[src/afd_pkg.sv]
// Contract
// - eight stages; current selection from overcurrent flags, network, virtual outputs, stages
// - light selection per stage from ten sensors, network input, virtual outputs
// - stage using both selections active only when light and current selections both hit
// - stage with only one selection used runs from that selection alone
// - each trip and alarm output driven by its routed stages
// - per-output latch enable holds output after driving stage drops
// - routed connections also shown in general routing status
// - routing offers only fast directly driven outputs as destinations
// - events per source, gated by source enable and on/off enables, default on
// - phase threshold 0.50 to 8.00 times nominal in 0.01 steps
// - residual threshold 0.10 to 5.00 times nominal in 0.01 steps
// - fast outputs driven within 2 ms of undelayed stage condition
// - delayed operation never shorter than set delay, at most 10 ms longer
// - thresholds cannot be set without arc protection hardware present
// - install command shows installing state, then ready; operator waits
// - disabled stage never becomes active
// - per-stage trip delay 0 to 255 ms
package afd_pkg;
  localparam int NUM_STG  = 8;
  localparam int NUM_LGT  = 10;
  localparam int NUM_VIRT = 6;
  localparam int NUM_OUT  = 7;
  localparam int CUR_W    = 17;
  localparam int LGT_W    = 25;
  localparam int EVT_W    = 20;
  localparam int CLK_HZ        = 200000000;
  localparam int TICK_MS       = 1;
  localparam int TICK_CYC_DEF  = CLK_HZ / 1000 * TICK_MS;
  localparam int INSTALL_CYC_DEF = 64;
  localparam logic [9:0] PH_THR_MIN = 10'h032;
  localparam logic [9:0] PH_THR_MAX = 10'h320;
  localparam logic [9:0] RE_THR_MIN = 10'h00A;
  localparam logic [9:0] RE_THR_MAX = 10'h1F4;
  localparam logic [9:0] THR_RST    = 10'h064;
  localparam logic [21:0] EVT_EN_RST = 22'h3FFFFF;
  localparam logic [7:0] OFF_STG_EN  = 8'h00;
  localparam logic [7:0] OFF_STATUS  = 8'h04;
  localparam logic [7:0] OFF_INSTALL = 8'h08;
  localparam logic [7:0] OFF_PH_THR  = 8'h0C;
  localparam logic [7:0] OFF_RE_THR  = 8'h10;
  localparam logic [7:0] OFF_EVT_EN  = 8'h14;
  localparam logic [7:0] OFF_OUT_CLR = 8'h18;
  localparam logic [7:0] OFF_GEN_RT  = 8'h1C;
  localparam logic [2:0] BLK_CUR  = 3'h1;
  localparam logic [2:0] BLK_LGT  = 3'h2;
  localparam logic [2:0] BLK_DLY  = 3'h3;
  localparam logic [2:0] BLK_ROUTE = 3'h4;
  typedef struct packed {
    logic [NUM_VIRT-1:0] virt;
    logic                net;
    logic [NUM_LGT-1:0]  light;
  } afd_field_s;
  typedef struct packed {
    logic               latch;
    logic [NUM_STG-1:0] stages;
  } afd_route_s;
  typedef enum logic {INST_READY = 1'b0, INST_BUSY = 1'b1} afd_inst_e;
endpackage

[src/afd_stage_matrix.sv]
`timescale 1ns/1ps
module afd_stage_matrix
  import afd_pkg::*;
#(
  parameter int TICK_CYC    = TICK_CYC_DEF,
  parameter int INSTALL_CYC = INSTALL_CYC_DEF
) (
  input  wire logic               sys_clk,
  input  wire logic               arst_n,
  input  wire logic [7:0]         avs_address,
  input  wire logic               avs_read,
  input  wire logic               avs_write,
  input  wire logic [31:0]        avs_writedata,
  output      logic [31:0]        avs_readdata,
  output      logic               avs_waitrequest,
  input  wire logic [9:0]         phase_current,
  input  wire logic [9:0]         resid_current,
  input  wire afd_field_s         field_in,
  input  wire logic               arc_hw_present,
  output      logic [3:0]         trip_outputs,
  output      logic               alarm_output,
  output      logic [1:0]         fast_semiconductor_outputs,
  output      logic [EVT_W-1:0]   evt_on,
  output      logic [EVT_W-1:0]   evt_off,
  output      logic               install_ready
);
  localparam int TW = $clog2(TICK_CYC + 1);
  localparam int IW = $clog2(INSTALL_CYC + 1);

  function automatic logic [9:0] clamp(input logic [9:0] v, input logic [9:0] lo,
                                       input logic [9:0] hi);
    if (v < lo) return lo;
    if (v > hi) return hi;
    return v;
  endfunction

  function automatic logic stage_cond(input logic en, input logic [CUR_W-1:0] cs,
                                      input logic [CUR_W-1:0] cv,
                                      input logic [LGT_W-1:0] ls,
                                      input logic [LGT_W-1:0] lv);
    logic c_hit;
    logic l_hit;
    c_hit = |(cs & cv);
    l_hit = |(ls & lv);
    if (!en) return 1'b0;
    if ((cs != '0) && (ls != '0)) return c_hit & l_hit;
    if (cs != '0) return c_hit;
    if (ls != '0) return l_hit;
    return 1'b0;
  endfunction

  logic               ack_r;
  logic [31:0]        rd_r;
  logic [31:0]        rd_nxt;
  logic               wr_go;
  logic [2:0]         blk;
  logic [2:0]         idx;
  logic [NUM_STG-1:0] stage_en_r;
  logic [CUR_W-1:0]   cur_sel_r [NUM_STG];
  logic [LGT_W-1:0]   lgt_sel_r [NUM_STG];
  logic [7:0]         delay_r [NUM_STG];
  afd_route_s         route_r [NUM_OUT];
  logic [9:0]         ph_thr_r;
  logic [9:0]         re_thr_r;
  logic [21:0]        evt_en_r;
  logic [NUM_OUT-1:0] clr_pulse;
  afd_inst_e          inst_r;
  logic [IW-1:0]      inst_cnt_r;
  logic [TW-1:0]      tick_cnt_r;
  logic               tick;
  logic               phase_oc;
  logic               resid_oc;
  logic [CUR_W-1:0]   cur_vec;
  logic [LGT_W-1:0]   lgt_vec;
  logic [NUM_STG-1:0] cond;
  logic [NUM_STG-1:0] stage_active_r;
  logic [8:0]         ms_cnt_r [NUM_STG];
  logic [NUM_OUT-1:0] drive;
  logic [NUM_OUT-1:0] connected;
  logic [NUM_OUT-1:0] held_r;
  logic [NUM_OUT-1:0] held_nxt;
  logic [NUM_OUT-1:0] out_r;
  logic [EVT_W-1:0]   src;
  logic [EVT_W-1:0]   src_prev_r;

  // bus slave: one wait cycle per access
  assign avs_waitrequest = (avs_read | avs_write) & ~ack_r;
  assign avs_readdata    = rd_r;
  assign wr_go           = avs_write & ack_r;
  assign blk             = avs_address[7:5];
  assign idx             = avs_address[4:2];

  always_ff @(posedge sys_clk or negedge arst_n) begin
    if (!arst_n) begin
      ack_r <= 1'b0;
      rd_r  <= '0;
    end else begin
      ack_r <= (avs_read | avs_write) & ~ack_r;
      if (avs_read && !ack_r) begin
        rd_r <= rd_nxt;
      end
    end
  end

  always_comb begin
    rd_nxt = '0;
    case (avs_address)
      OFF_STG_EN: rd_nxt = 32'(stage_en_r);
      OFF_STATUS: rd_nxt = {22'h000000, arc_hw_present, install_ready, stage_active_r};
      OFF_PH_THR: rd_nxt = 32'(ph_thr_r);
      OFF_RE_THR: rd_nxt = 32'(re_thr_r);
      OFF_EVT_EN: rd_nxt = 32'(evt_en_r);
      OFF_GEN_RT: rd_nxt = {17'h00000, out_r, 1'b0, connected};
      default: begin
        case (blk)
          BLK_CUR: rd_nxt = 32'(cur_sel_r[idx]);
          BLK_LGT: rd_nxt = 32'(lgt_sel_r[idx]);
          BLK_DLY: rd_nxt = 32'(delay_r[idx]);
          BLK_ROUTE: rd_nxt = (idx < 3'(NUM_OUT)) ? 32'(route_r[idx]) : 32'h00000000;
          default: rd_nxt = 32'h00000000;
        endcase
      end
    endcase
  end

  // configuration writes
  always_ff @(posedge sys_clk or negedge arst_n) begin
    if (!arst_n) begin
      stage_en_r <= '0;
      ph_thr_r   <= THR_RST;
      re_thr_r   <= THR_RST;
      evt_en_r   <= EVT_EN_RST;
      for (int i = 0; i < NUM_STG; i++) begin
        cur_sel_r[i] <= '0;
        lgt_sel_r[i] <= '0;
        delay_r[i]   <= '0;
      end
      for (int i = 0; i < NUM_OUT; i++) begin
        route_r[i] <= '0;
      end
    end else if (wr_go) begin
      case (avs_address)
        OFF_STG_EN: stage_en_r <= avs_writedata[7:0];
        OFF_PH_THR: begin
          if (arc_hw_present) begin
            ph_thr_r <= clamp(avs_writedata[9:0], PH_THR_MIN, PH_THR_MAX);
          end
        end
        OFF_RE_THR: begin
          if (arc_hw_present) begin
            re_thr_r <= clamp(avs_writedata[9:0], RE_THR_MIN, RE_THR_MAX);
          end
        end
        OFF_EVT_EN: evt_en_r <= avs_writedata[21:0];
        default: begin
          case (blk)
            BLK_CUR: cur_sel_r[idx] <= avs_writedata[CUR_W-1:0];
            BLK_LGT: lgt_sel_r[idx] <= avs_writedata[LGT_W-1:0];
            BLK_DLY: delay_r[idx] <= avs_writedata[7:0];
            BLK_ROUTE: begin
              if (idx < 3'(NUM_OUT)) begin
                route_r[idx] <= avs_writedata[8:0];
              end
            end
            default: ;
          endcase
        end
      endcase
    end
  end

  assign clr_pulse = (wr_go && avs_address == OFF_OUT_CLR) ? avs_writedata[NUM_OUT-1:0]
                                                           : '0;

  // sensor installation sequencer
  always_ff @(posedge sys_clk or negedge arst_n) begin
    if (!arst_n) begin
      inst_r     <= INST_READY;
      inst_cnt_r <= '0;
    end else if (wr_go && avs_address == OFF_INSTALL && avs_writedata[0]) begin
      inst_r     <= INST_BUSY;
      inst_cnt_r <= '0;
    end else if (inst_r == INST_BUSY) begin
      inst_cnt_r <= inst_cnt_r + IW'(1);
      if (inst_cnt_r == IW'(INSTALL_CYC - 1)) begin
        inst_r <= INST_READY;
      end
    end
  end
  assign install_ready = (inst_r == INST_READY);

  // millisecond tick
  always_ff @(posedge sys_clk or negedge arst_n) begin
    if (!arst_n) begin
      tick_cnt_r <= '0;
    end else if (tick) begin
      tick_cnt_r <= '0;
    end else begin
      tick_cnt_r <= tick_cnt_r + TW'(1);
    end
  end
  assign tick = (tick_cnt_r == TW'(TICK_CYC - 1));

  assign phase_oc = phase_current >= ph_thr_r;
  assign resid_oc = resid_current >= re_thr_r;
  assign cur_vec  = {stage_active_r, field_in.virt, field_in.net, resid_oc, phase_oc};
  assign lgt_vec  = {stage_active_r, field_in.virt, field_in.net, field_in.light};

  genvar s;
  generate
    for (s = 0; s < NUM_STG; s++) begin : g_stage
      logic [31:0] cyc_r;
      assign cond[s] = stage_cond(stage_en_r[s], cur_sel_r[s], cur_vec,
                                  lgt_sel_r[s], lgt_vec);
      always_ff @(posedge sys_clk or negedge arst_n) begin
        if (!arst_n) begin
          ms_cnt_r[s] <= '0;
        end else if (!cond[s]) begin
          ms_cnt_r[s] <= '0;
        end else if (tick && ms_cnt_r[s] <= {1'b0, delay_r[s]}) begin
          ms_cnt_r[s] <= ms_cnt_r[s] + 9'h001;
        end
      end
      always_ff @(posedge sys_clk or negedge arst_n) begin
        if (!arst_n) begin
          stage_active_r[s] <= 1'b0;
        end else begin
          stage_active_r[s] <= cond[s] &&
            (delay_r[s] == 8'h00 || ms_cnt_r[s] > {1'b0, delay_r[s]});
        end
      end
      always_ff @(posedge sys_clk or negedge arst_n) begin
        if (!arst_n) begin
          cyc_r <= '0;
        end else begin
          cyc_r <= cond[s] ? cyc_r + 32'h00000001 : 32'h00000000;
        end
      end

    end
  endgenerate

  genvar o;
  generate
    for (o = 0; o < NUM_OUT; o++) begin : g_out
      assign drive[o]     = |(route_r[o].stages & stage_active_r);
      assign connected[o] = |route_r[o].stages;
      assign held_nxt[o]  = route_r[o].latch & (drive[o] | (held_r[o] & ~clr_pulse[o]));
      always_ff @(posedge sys_clk or negedge arst_n) begin
        if (!arst_n) begin
          held_r[o] <= 1'b0;
          out_r[o]  <= 1'b0;
        end else begin
          held_r[o] <= held_nxt[o];
          out_r[o]  <= drive[o] | held_nxt[o];
        end
      end

    end
  endgenerate

  assign trip_outputs               = out_r[3:0];
  assign alarm_output               = out_r[4];
  assign fast_semiconductor_outputs = out_r[6:5];

  // activation and deactivation events
  assign src = {stage_active_r, field_in.light, resid_oc, phase_oc};
  always_ff @(posedge sys_clk or negedge arst_n) begin
    if (!arst_n) begin
      src_prev_r <= '0;
      evt_on     <= '0;
      evt_off    <= '0;
    end else begin
      src_prev_r <= src;
      evt_on     <= src & ~src_prev_r & evt_en_r[EVT_W-1:0] & {EVT_W{evt_en_r[20]}};
      evt_off    <= ~src & src_prev_r & evt_en_r[EVT_W-1:0] & {EVT_W{evt_en_r[21]}};
    end
  end
endmodule // afd_stage_matrix
[config.mk]
export PLATFORM = sky130hd
export DESIGN_NAME = afd_stage_matrix
export DESIGN_NICKNAME = d
export VERILOG_FILES = /design/src/afd_pkg.sv /design/src/afd_stage_matrix.sv
export SDC_FILE = /design/constraint.sdc
export NUM_CORES = 1
export LEC_CHECK = 0
export BUFFER_PORTS_ARGS = -buffer_cell sky130_fd_sc_hd__buf_2
export CELL_PAD_IN_SITES_DETAIL_PLACEMENT = 1
export CELL_PAD_IN_SITES_GLOBAL_PLACEMENT = 2
export CORE_ASPECT_RATIO = 0.9
export CORE_UTILIZATION = 39
export DETAILED_ROUTE_END_ITERATION = 12
export PLACE_DENSITY_LB_ADDON = 0.1
export SETUP_SLACK_MARGIN = 0.4
export SLEW_MARGIN = 10
export SYNTH_ARGS = -nofsm -noshare
export SYNTH_HDL_FRONTEND = slang
export SYNTH_SLANG_ARGS = --single-unit
[constraint.sdc]
create_clock -name sys_clk -period 2.6 [get_ports sys_clk]
set_clock_uncertainty 0.2 [all_clocks]
set_input_delay 0.13 -clock sys_clk [delete_from_list [all_inputs] [get_ports sys_clk]]
set_output_delay 0.13 -clock sys_clk [all_outputs]
set_load 0.02 [all_outputs]
==> metrics.yaml, run 1 <==
power:
  p_total_mw: 30.6
  ir_drop_mv: 0.565
  p_leak_nw: 20.9
  powerDensity_mw_per_mm2: 649
detailed_routing:
  totalWireLength_mm: 161
  drcViolationCount: 0
  viasPerCell: 6.34
  vias: 31400
  drt-initial-drc-count: 2956
  ant_nets: 0
  wl_per_cell_um: 32.5
  drt-pass1-iter-count: 6
sta:
  max_freq_mhz: 385
  tns_ns: 0
  timing.final.crit_share: 0.999
  rsz0062_at_grt: "true"
  slew_violations: 0
  setup_viol: 0
  timing_hold_violations_final: 0
  worst_slew_pin_slew_ns: 0.808
  relSlewSlack: 0.461
  setup_slack_ns: 0.00302
  final.min_clock_period_ns: 2.60
die:
  num_rows: 107
  start_util: 0.396
  die_area_sq_mm: 0.0978
  die_w_um: 330
  die_h_um: 297
  core_sq_mm: 0.0952
  io_pins: 163
global_routing:
  grt_use_met2: 0.498
  antenna_found_initial: 6
  first_global_vias: 33300
  grt_max_degree: 83
  overflow: 0
  busiest_layer: "met2"
  grtUsageMet3: 0.0721
  grtUsageMet1: 0.456
  grt_pass1_wl_mm: 234
  grt_use_total: 0.327
yosys:
  synth-seq-cells: 719
  syn_inst: 3232
  ys_async_sr_fraction: 1.00
  syn_area_sq_mm: 0.0377
  synth.avg_cell_area_sq_um: 11.7
  synth-edff-count: 0
  seq_area_frac_synth: 0.479
  ys.flop_type: "dfrtp_1"
  yosysWarnings: 0
  yosysUniqueCellTypes: 75
cells_and_area:
  area_growth_pct: 25.0
  multi_input_area_sq_mm: 0.0195
  fin_area_sq_mm: 0.0471
  fill_cells: 9869
  seq_area_sq_mm: 0.0180
  layout-drive-gt1-share: 0.383
  fin_nets: 3805
worst_setup_path:
  cp_max_fo: 7
  reg2reg_from: "ph_thr_r[5]"
  startpoint: "ph_thr_r[5]"
  worstSetupStartpointType: "flop"
  crit_type: "reg2reg"
  crit_required_ns: 2.96
  cp-end-kind: "flop"
  critical_path_arrival_ns: 2.96
cts:
  h-tree-depth: 3
  cts_tree: "done"
  cts_made_buffers: 83
  clockBufferDepth: 3
  worstSkewPairLatency_ns: 0.68
  cts_sinks: 719
  clock-root-buffer: "clkbuf_16"
  clkTransAtPathRegs_ns: 0.06
placement:
  io_buffers: 148
  hpwl_mm: 114
  dpl_cell_area_sq_mm: 0.0419
  place.gp.congestion: 0.958
  pre_cts_slack_ns: -0.255
min_path:
  hold_path_startpoint: "avs_write"
  hp-class: "in2reg"
outcome:
  status: "complete, no violations"
job:
  drv_cap: 0
Yosys cell counts, types with 11 or more instances:
cell type	n	area (sq um)
nand2_1	161	604
nor2_1	133	499
or3_1	49	307
a22oi_1	133	998
mux4_2	109	2450
and4b_1	37	370
a221oi_1	25	219
a222oi_1	16	160
buf_1	18	67.6
o22ai_1	19	119
xnor2_1	15	131
or4_1	24	180
a21oi_1	124	621
mux2i_1	62	621
nand3_1	71	355
dfrtp_1	691	17300
nor4_1	100	626
mux2_2	435	4900
dfstp_2	28	736
a22o_1	24	210
a21boi_0	23	173
inv_1	110	413
buf_4	18	135
nor2b_1	14	87.6
a211oi_1	26	195
buf_2	49	245
o21ai_0	170	851
a21o_1	12	90.1
nand4_1	76	475
clkbuf_1	135	507
ha_1	94	1180
o31ai_1	14	105
nor3_1	37	185
and3_1	16	100
nor2_2	11	68.8
path summary, 6_finish.rpt:
check	slack, ns	cells past startpoint	to
worst max-delay path	0.003	10	cur_vec[11]
worst min-delay path	0.05	5	evt_en_r[16]
worst max register to register	0.003	10	cur_vec[11]
worst min register to register	0.27	2	avs_readdata[16]
max in group asynchronous	1.59	3	ms_cnt_r[19]
min in group asynchronous	0.06	2	evt_en_r[13]
cell type report:
type                    count  area share
clock inverters            37      0.0127
well taps                1253      0.0333
inverters                 110     0.00877
repair buffers            527      0.0978
diodes                      2    0.000106
flip-flops and latches    719       0.383
multi-input cells        2188       0.413
clock buffers             116      0.0508
kinds of logic after synthesis:
logic type                 count (synthesis)  synth area share
AOI/OAI and AO/OA                        664             0.119
xor gates and xnor gates                  25           0.00581
adders and majority gates                 94            0.0312
buffers and inverters                    334            0.0375
DFF                                      719             0.479
muxes                                    614             0.215
other                                      1         0.0000996
and+or+nand+nor                          781             0.113
power by group:
part	leakage, nW	switching (mW)	internal, mW
sequential	9.46	1.05	12.0
clock	1.46	5.23	7.60
combinational	9.97	2.72	2.02
total	20.9	8.99	21.6
worst max-delay path: stages (launching register included):
cell and delay [ns]:
dfstp_2 0.54, inv_2 0.05, ha_4 0.27, a41oi_2 0.12, or3_4 0.43, buf_8 0.16, a21boi_2 0.12, buf_4 0.14
o31ai_4 0.10, buf_12 0.17, a21oi_4 0.17
layout by cell type, fill, tap and decap left out, types with 92 or more instances in the layout:
| cell type | count |
|---|---|
| mux4_2 | 109 |
| nand2_1 | 154 |
| mux2_2 | 434 |
| inv_1 | 100 |
| o21ai_0 | 151 |
| buf_2 | 142 |
| a22oi_1 | 131 |
| buf_4 | 252 |
| nor4_1 | 96 |
| dfrtp_1 | 688 |
| nor2_1 | 114 |
| a21oi_1 | 92 |
per-stage QoR:
step,utilization,hold slack (ns),std cells
after floorplan,-,-0.366,3238
after global placement,0.440,-0.0465,4689
after detailed placement,0.440,-0.0357,4689
after CTS,0.486,0.00663,4929
after global routing,0.494,0.0423,4951
final,0.495,0.0520,4952
per-layer routing:
metal / wire length, um / share of wire
met5: 14 / 0.000087
met4: 6610 / 0.041
met3: 13400 / 0.083
met2: 72100 / 0.45
met1: 68700 / 0.43
registers in the layout (all words and copies together), names as in the netlist, 4 cells and up:
name          count
cur_vec           8
evt_on           20
ms_cnt_r         72
evt_off          20
cur_sel_r       136
route_r          63
inst_cnt_r        7
lgt_sel_r       200
evt_en_r         22
stage_en_r        8
delay_r          64
avs_readdata     25
trip_outputs      4
tick_cnt_r       18
re_thr_r         10
held_r            7
ph_thr_r         10
src_prev_r       20
repair_timing:
| action | CTS | global route |
|---|---|---|
| setup endpoints to repair | 108 | 144 |
| buffers inserted | 36 | 18 |
| hold buffers | 47 | 0 |
| pin swaps | 35 | 31 |
| gates cloned | 4 | 3 |
| resized for setup | 108 | 149 |
| endpoints found under the hold margin | 1010 | 0 |
Power figures use the tool's default switching activity.
==> run 2, diff against run 1 <==
Settings changed: PLACE_DENSITY from default to 0.82, PLACE_DENSITY_LB_ADDON 0.1 to default.
==> metrics.yaml, run 2 (synthesis results as in run 1) <==
worst_setup_path:
  cp_max_fo: 10  # +3
  cp-end-kind: "flop"
  worstSetupStartpointType: "flop"
  cp.buffers_inverters: 4  # unchanged
  path_cells: "inv_2, ha_4, nand4_1, buf_4, o31a_1, buf_12, a21boi_2, o31ai_4, buf_12, o21ba_2"
  crit_required_ns: 2.98  # +0.02 ns
  path_delay_family: "compound AO/OA/AOI/OAI gates"
  cp_common_cell: "buf_12"
  crit_type: "reg2reg"
  critPathSlowestCell: "dfstp_2"
  critical_path_arrival_ns: 3.09  # +0.13 ns
  critPathMaxStageDelay_ns: 0.54  # about the same
die:
  io_pins: 163  # unchanged
  die_h_um: 297  # unchanged
  num_rows: 107  # unchanged
  core_sq_mm: 0.0952  # unchanged
  start_util: 0.396  # unchanged
  die_w_um: 330  # unchanged
  die_area_sq_mm: 0.0978  # unchanged
cells_and_area:
  layout-drive-gt1-share: 0.373  # -0.0105
  final_cell_mix: "686 x dfrtp_1, 435 x mux2_2, 296 x buf_4"
  reg.largest.list: "lgt_sel_r (200), cur_sel_r (136), ms_cnt_r (72)"
  area_growth_pct: 23.7
  fill_cells: 9919  # +0.51%
  fin_nets: 3839  # +0.89%
  largest_reg_flops: 200  # unchanged
  seq_area_sq_mm: 0.0180  # about the same
  largest_register: "lgt_sel_r"
  layout_commonest_cell: "dfrtp_1"
  fin_util: 0.489  # -0.00505
  fin_area_sq_mm: 0.0466  # -1.0%
  multi_input_area_sq_mm: 0.0190  # -2.3%
  stdcell_count: 4981  # +0.59%
global_routing:
  grt_pass1_wl_mm: 228  # -2.9%
  overflow: 0  # unchanged
  grt_use_total: 0.313  # -0.0142
  grt_max_degree: 75  # -9.6%
  first_global_vias: 33100  # -0.63%
  antenna_found_initial: 8  # +2
cts:
  worstSkewPairLatency_ns: 0.65  # -0.03 ns
  clock-root-buffer: "clkbuf_16"
  clkTransAtPathRegs_ns: 0.06  # about the same
  cts_sinks: 719  # unchanged
  h-tree-depth: 3  # unchanged
  clockBufferDepth: 3  # unchanged
  cts_made_buffers: 81  # -2.4%
  cts_tree: "done"
power:
  p_leak_nw: 20.9  # +0.25%
  p_total_mw: 29.6  # -3.0%
  ir_drop_mv: 0.427  # -24%
  powerDensity_mw_per_mm2: 636  # -2.0%
outcome:
  status: "complete, but fails checks"
  violations: "negative setup slack"
sta:
  relSlewSlack: 0.416  # -0.0453
  max_freq_mhz: 368  # -4.3%
  setup_viol: 60  # +60
  rsz0062_at_grt: "true"
  timing_hold_violations_final: 0  # unchanged
  setup_slack_ns: -0.114  # -0.117 ns
  timing.final.crit_share: 1.04  # +0.0450
  worst_slew_pin_slew_ns: 0.876  # +0.0679 ns
  final.min_clock_period_ns: 2.71  # +0.117 ns
  tns_ns: -3.37  # -3.37 ns
  worst_hold_slack_ns: 0.0479  # -0.00405 ns
  slew_violations: 0  # unchanged
detailed_routing:
  drcViolationCount: 0  # unchanged
  drt-initial-drc-count: 3674  # +24%
  drt-pass1-iter-count: 6  # unchanged
  viasPerCell: 6.43  # +1.3%
  vias: 32000  # +1.9%
  ant_nets: 0  # unchanged
  wl_per_cell_um: 31.1  # -4.2%
  totalWireLength_mm: 155  # -3.6%
placement:
  hpwl_mm: 108  # -5.0%
  dp_cells: 4743  # +1.2%
  place.gp.congestion: 0.978  # +2.1%
  io_buffers: 148  # unchanged
  pre_cts_slack_ns: -0.271  # -0.0160 ns
  dpl_cell_area_sq_mm: 0.0423  # +1.1%
min_path:
  hp-class: "in2async"
job:
  drv_cap: 0  # unchanged
## run 2: cell types whose count changed in the layout (fill, tap and decap cells not counted), moves of 7 or more
cell	previous run	this run
a21oi_2	28	17
buf_4	252	296
buf_6	21	14
a21oi_1	92	106
ha_4	14	6
ha_1	79	88
## run 2: worst register-to-register path, cell delays in order (launching register included)
cell and delay (ns):
dfstp_2 0.54, inv_2 0.05, ha_4 0.25, nand4_1 0.19
buf_4 0.20, o31a_1 0.32, buf_12 0.16, a21boi_2 0.22
o31ai_4 0.11, buf_12 0.17, o21ba_2 0.23
## run 2: routing by layer
metal,track usage,part of all wire,vias to the layer above
li1,-,-,13200
met1,0.435,0.42,16700
met2,0.465,0.44,1670
met3,0.0767,0.094,406
met4,0.127,0.044,6
met5,0,0.00030,-
## run 2: path summary, 6_finish.rpt
check / start / end / slack (ns) / depth (start not counted)
worst max register to register: re_thr_r[6] / ms_cnt_r[26] / -0.11 / 10
max in group asynchronous: arst_n / cur_sel_r[10] / 1.54 / 4
min in group sys_clk: avs_address[6] / avs_readdata[23] / 0.08 / 4
worst min-delay path: arst_n / evt_off[2] / 0.05 / 3
worst max-delay path: re_thr_r[6] / ms_cnt_r[26] / -0.11 / 10
worst min register to register: tick_cnt_r[11] / tick_cnt_r[11] / 0.26 / 1
## run 2: layout make-up
type	instances	share of cell area
Antenna cell	2	0.000107
Clock buffer	120	0.0512
Clock inverter	26	0.00669
Inverter	110	0.00886
Multi-Input combinational cell	2185	0.408
Sequential cell	719	0.387
Tap cell	1253	0.0336
Timing Repair Buffer	566	0.104
## run 2: where the power goes
group	total, mW	internal (mW)	switching, mW	leakage, nW
registers	13.0	12.0	0.989	9.46
logic	4.87	2.10	2.77	10.2
clock network	11.8	6.87	4.94	1.32
## run 2: what timing repair did
action	4_1_cts	5_1_grt
gates resized for setup	72	98
gates cloned	0	3
endpoints found under the hold margin	1004	0
setup buffers	13	30
endpoints found under the setup margin	121	256
pin swaps	27	25
hold buffers	44	0
==> run 3, diff against run 2 <==
Settings changed: PLACE_DENSITY 0.82 to default, PLACE_DENSITY_LB_ADDON from default to 0.05.
==> metrics.yaml, run 3 (synthesis results as in run 1) <==
outcome:
  status: "complete, but fails checks"
  violations: "negative setup slack"
sta:
  worst_slew_pin_slew_ns: 0.783  # -0.0930 ns
  slew_violations: 0  # unchanged
  timing_hold_violations_final: 0  # unchanged
  relSlewSlack: 0.478  # +0.0620
  setup_viol: 5  # -92%
  max_freq_mhz: 383  # +3.9%
  rsz0062_at_grt: "true"
  final.min_clock_period_ns: 2.61  # -0.101 ns
  setup_slack_ns: -0.0129  # +0.101 ns
  timing.final.crit_share: 1.00  # -0.0389
worst_setup_path:
  rr_endpoint: "ms_cnt_r[55]"
  worstSetupEndpoint: "ms_cnt_r[55]"
  critical_path_arrival_ns: 2.93  # -0.16 ns
  crit_type: "reg2reg"
  crit_required_ns: 2.91  # -0.07 ns
  ff2ff_path_depth: 12  # +2
  cp_max_fo: 5  # -5
  worstSetupStartpointType: "flop"
  startpoint: "ph_thr_r[7]"
  r2r_slack_ns: -0.01  # +0.10 ns
  reg2reg_from: "ph_thr_r[7]"
  cp-end-kind: "flop"
cts:
  clkTransAtPathRegs_ns: 0.06  # about the same
  cts_made_buffers: 82  # +1.2%
  h-tree-depth: 3  # unchanged
  clock-root-buffer: "clkbuf_16"
  cts_sinks: 719  # unchanged
  cts_tree: "done"
  worstSkewPairLatency_ns: 0.65  # about the same
  clockBufferDepth: 3  # unchanged
detailed_routing:
  drt-pass1-iter-count: 6  # unchanged
  drt-initial-drc-count: 3483  # -5.2%
  viasPerCell: 6.37  # -0.84%
  vias: 31700  # -0.94%
  wl_per_cell_um: 32.4  # +4.1%
  ant_nets: 0  # unchanged
  totalWireLength_mm: 161  # +4.0%
  drcViolationCount: 0  # unchanged
placement:
  hpwl_mm: 115  # +6.2%
  dpl_cell_area_sq_mm: 0.0422  # -0.31%
  place.gp.congestion: 0.963  # -1.5%
  io_buffers: 148  # unchanged
  dp_cells: 4707  # -0.76%
cells_and_area:
  fill_cells: 9877  # -0.42%
  area_growth_pct: 25.2
  layout_commonest_cell: "dfrtp_1"
  reg.largest.list: "lgt_sel_r (200), cur_sel_r (136), ms_cnt_r (72)"
  layout-drive-gt1-share: 0.387  # +0.0142
  fin_area_sq_mm: 0.0472  # +1.2%
  stdcell_count: 4976  # -0.10%
  final_cell_mix: "687 x dfrtp_1, 433 x mux2_2, 267 x buf_4"
  largest_register: "lgt_sel_r"
  seq_area_sq_mm: 0.0180  # about the same
  multi_input_area_sq_mm: 0.0195  # +2.3%
  largest_reg_flops: 200  # unchanged
  fin_nets: 3834  # -0.13%
global_routing:
  grt_pass1_wl_mm: 236  # +3.9%
  overflow: 0  # unchanged
  grt_use_total: 0.329  # +0.0163
  grt_max_degree: 102  # +36%
  first_global_vias: 33400  # +0.95%
  antenna_found_initial: 10  # +2
die:
  die_area_sq_mm: 0.0978  # unchanged
  num_rows: 107  # unchanged
  die_w_um: 330  # unchanged
  die_h_um: 297  # unchanged
  core_sq_mm: 0.0952  # unchanged
  start_util: 0.396  # unchanged
  io_pins: 163  # unchanged
power:
  p_total_mw: 29.9  # +0.92%
  powerDensity_mw_per_mm2: 634  # -0.30%
  p_leak_nw: 21.1  # +0.54%
  ir_drop_mv: 0.401  # -6.0%
job:
  drv_cap: 0  # unchanged
min_path:
  hold_path_startpoint: "avs_address[6]"
  hp-class: "in2reg"
-- run 3: cell types whose count changed in the layout (fill, tap and decap cells not counted), sizes merged --
cell / change
buf: -10
clkbuf: -8
clkinv: +7
o22a: +4
dlygate4sd3: +2
inv: -2
bufinv: +1
clkdlybuf4s18: +1
-- run 3: power breakdown --
| part | leakage (nW) | switching (mW) | total (mW) | internal, mW |
|---|---|---|---|---|
| Clock | 1.34 | 5.01 | 12.0 | 6.94 |
| Sequential | 9.46 | 1.01 | 13.0 | 12.0 |
| Combinational | 10.3 | 2.82 | 4.98 | 2.16 |
-- run 3: worst min-delay path by stage --
stage,to,cells past startpoint
2_1_floorplan,ack_r,0
4_1_cts,avs_readdata[23],4
3_3_place_gp,evt_on[2],1
5_1_grt,avs_readdata[24],4
3_5_place_dp,evt_on[2],1
6_report,avs_readdata[23],4
-- run 3: through the flow --
stage,utilization,TNS [ns],hold slack [ns],worst slack (ns)
6_report,0.495,-0.0395,0.0485,-0.0129
4_1_cts,0.489,0,0.0395,0.0227
2_1_floorplan,-,0,-0.366,0.166
3_5_place_dp,0.443,-3.17,-0.158,-0.178
3_3_place_gp,0.443,-0.244,-0.166,-0.106
5_1_grt,0.495,-1.85,0.0797,-0.102
-- run 3: worst max-delay path: stages, from the launching register on --
cell and delay [ns]:
dfrtp_1 0.39, inv_1 0.10, ha_4 0.21, a211oi_2 0.20, nor2_1 0.08, nor3_2 0.22
buf_4 0.20, a21boi_2 0.06, buf_4 0.14, o311ai_4 0.33, buf_6 0.17, buf_16 0.13
a21oi_4 0.03
-- run 3: repair_timing --
item,4_1_cts,5_1_grt
cloned,6,1
setup buffers,52,15
endpoints found under the hold margin,1002,0
gates resized for setup,146,110
pin swaps,50,23
setup endpoints to repair,101,166
hold buffers,46,0
-- run 3: final cells by class --
cell class / instances / area share
Antenna cell: 2 / 0.000106
Tap cell: 1253 / 0.0332
Inverter: 110 / 0.00876
Multi-Input combinational cell: 2189 / 0.413
Clock inverter: 32 / 0.00706
Clock buffer: 115 / 0.0502
Timing Repair Buffer: 556 / 0.106
Sequential cell: 719 / 0.382
-- run 3: layer usage --
layer | vias to the layer above | global-route usage | part of all wire
met5 | - | 0 | 0.000081
met4 | 2 | 0.110 | 0.037
met3 | 322 | 0.0649 | 0.085
met2 | 1413 | 0.493 | 0.44
met1 | 16800 | 0.475 | 0.43
li1 | 13200 | - | -
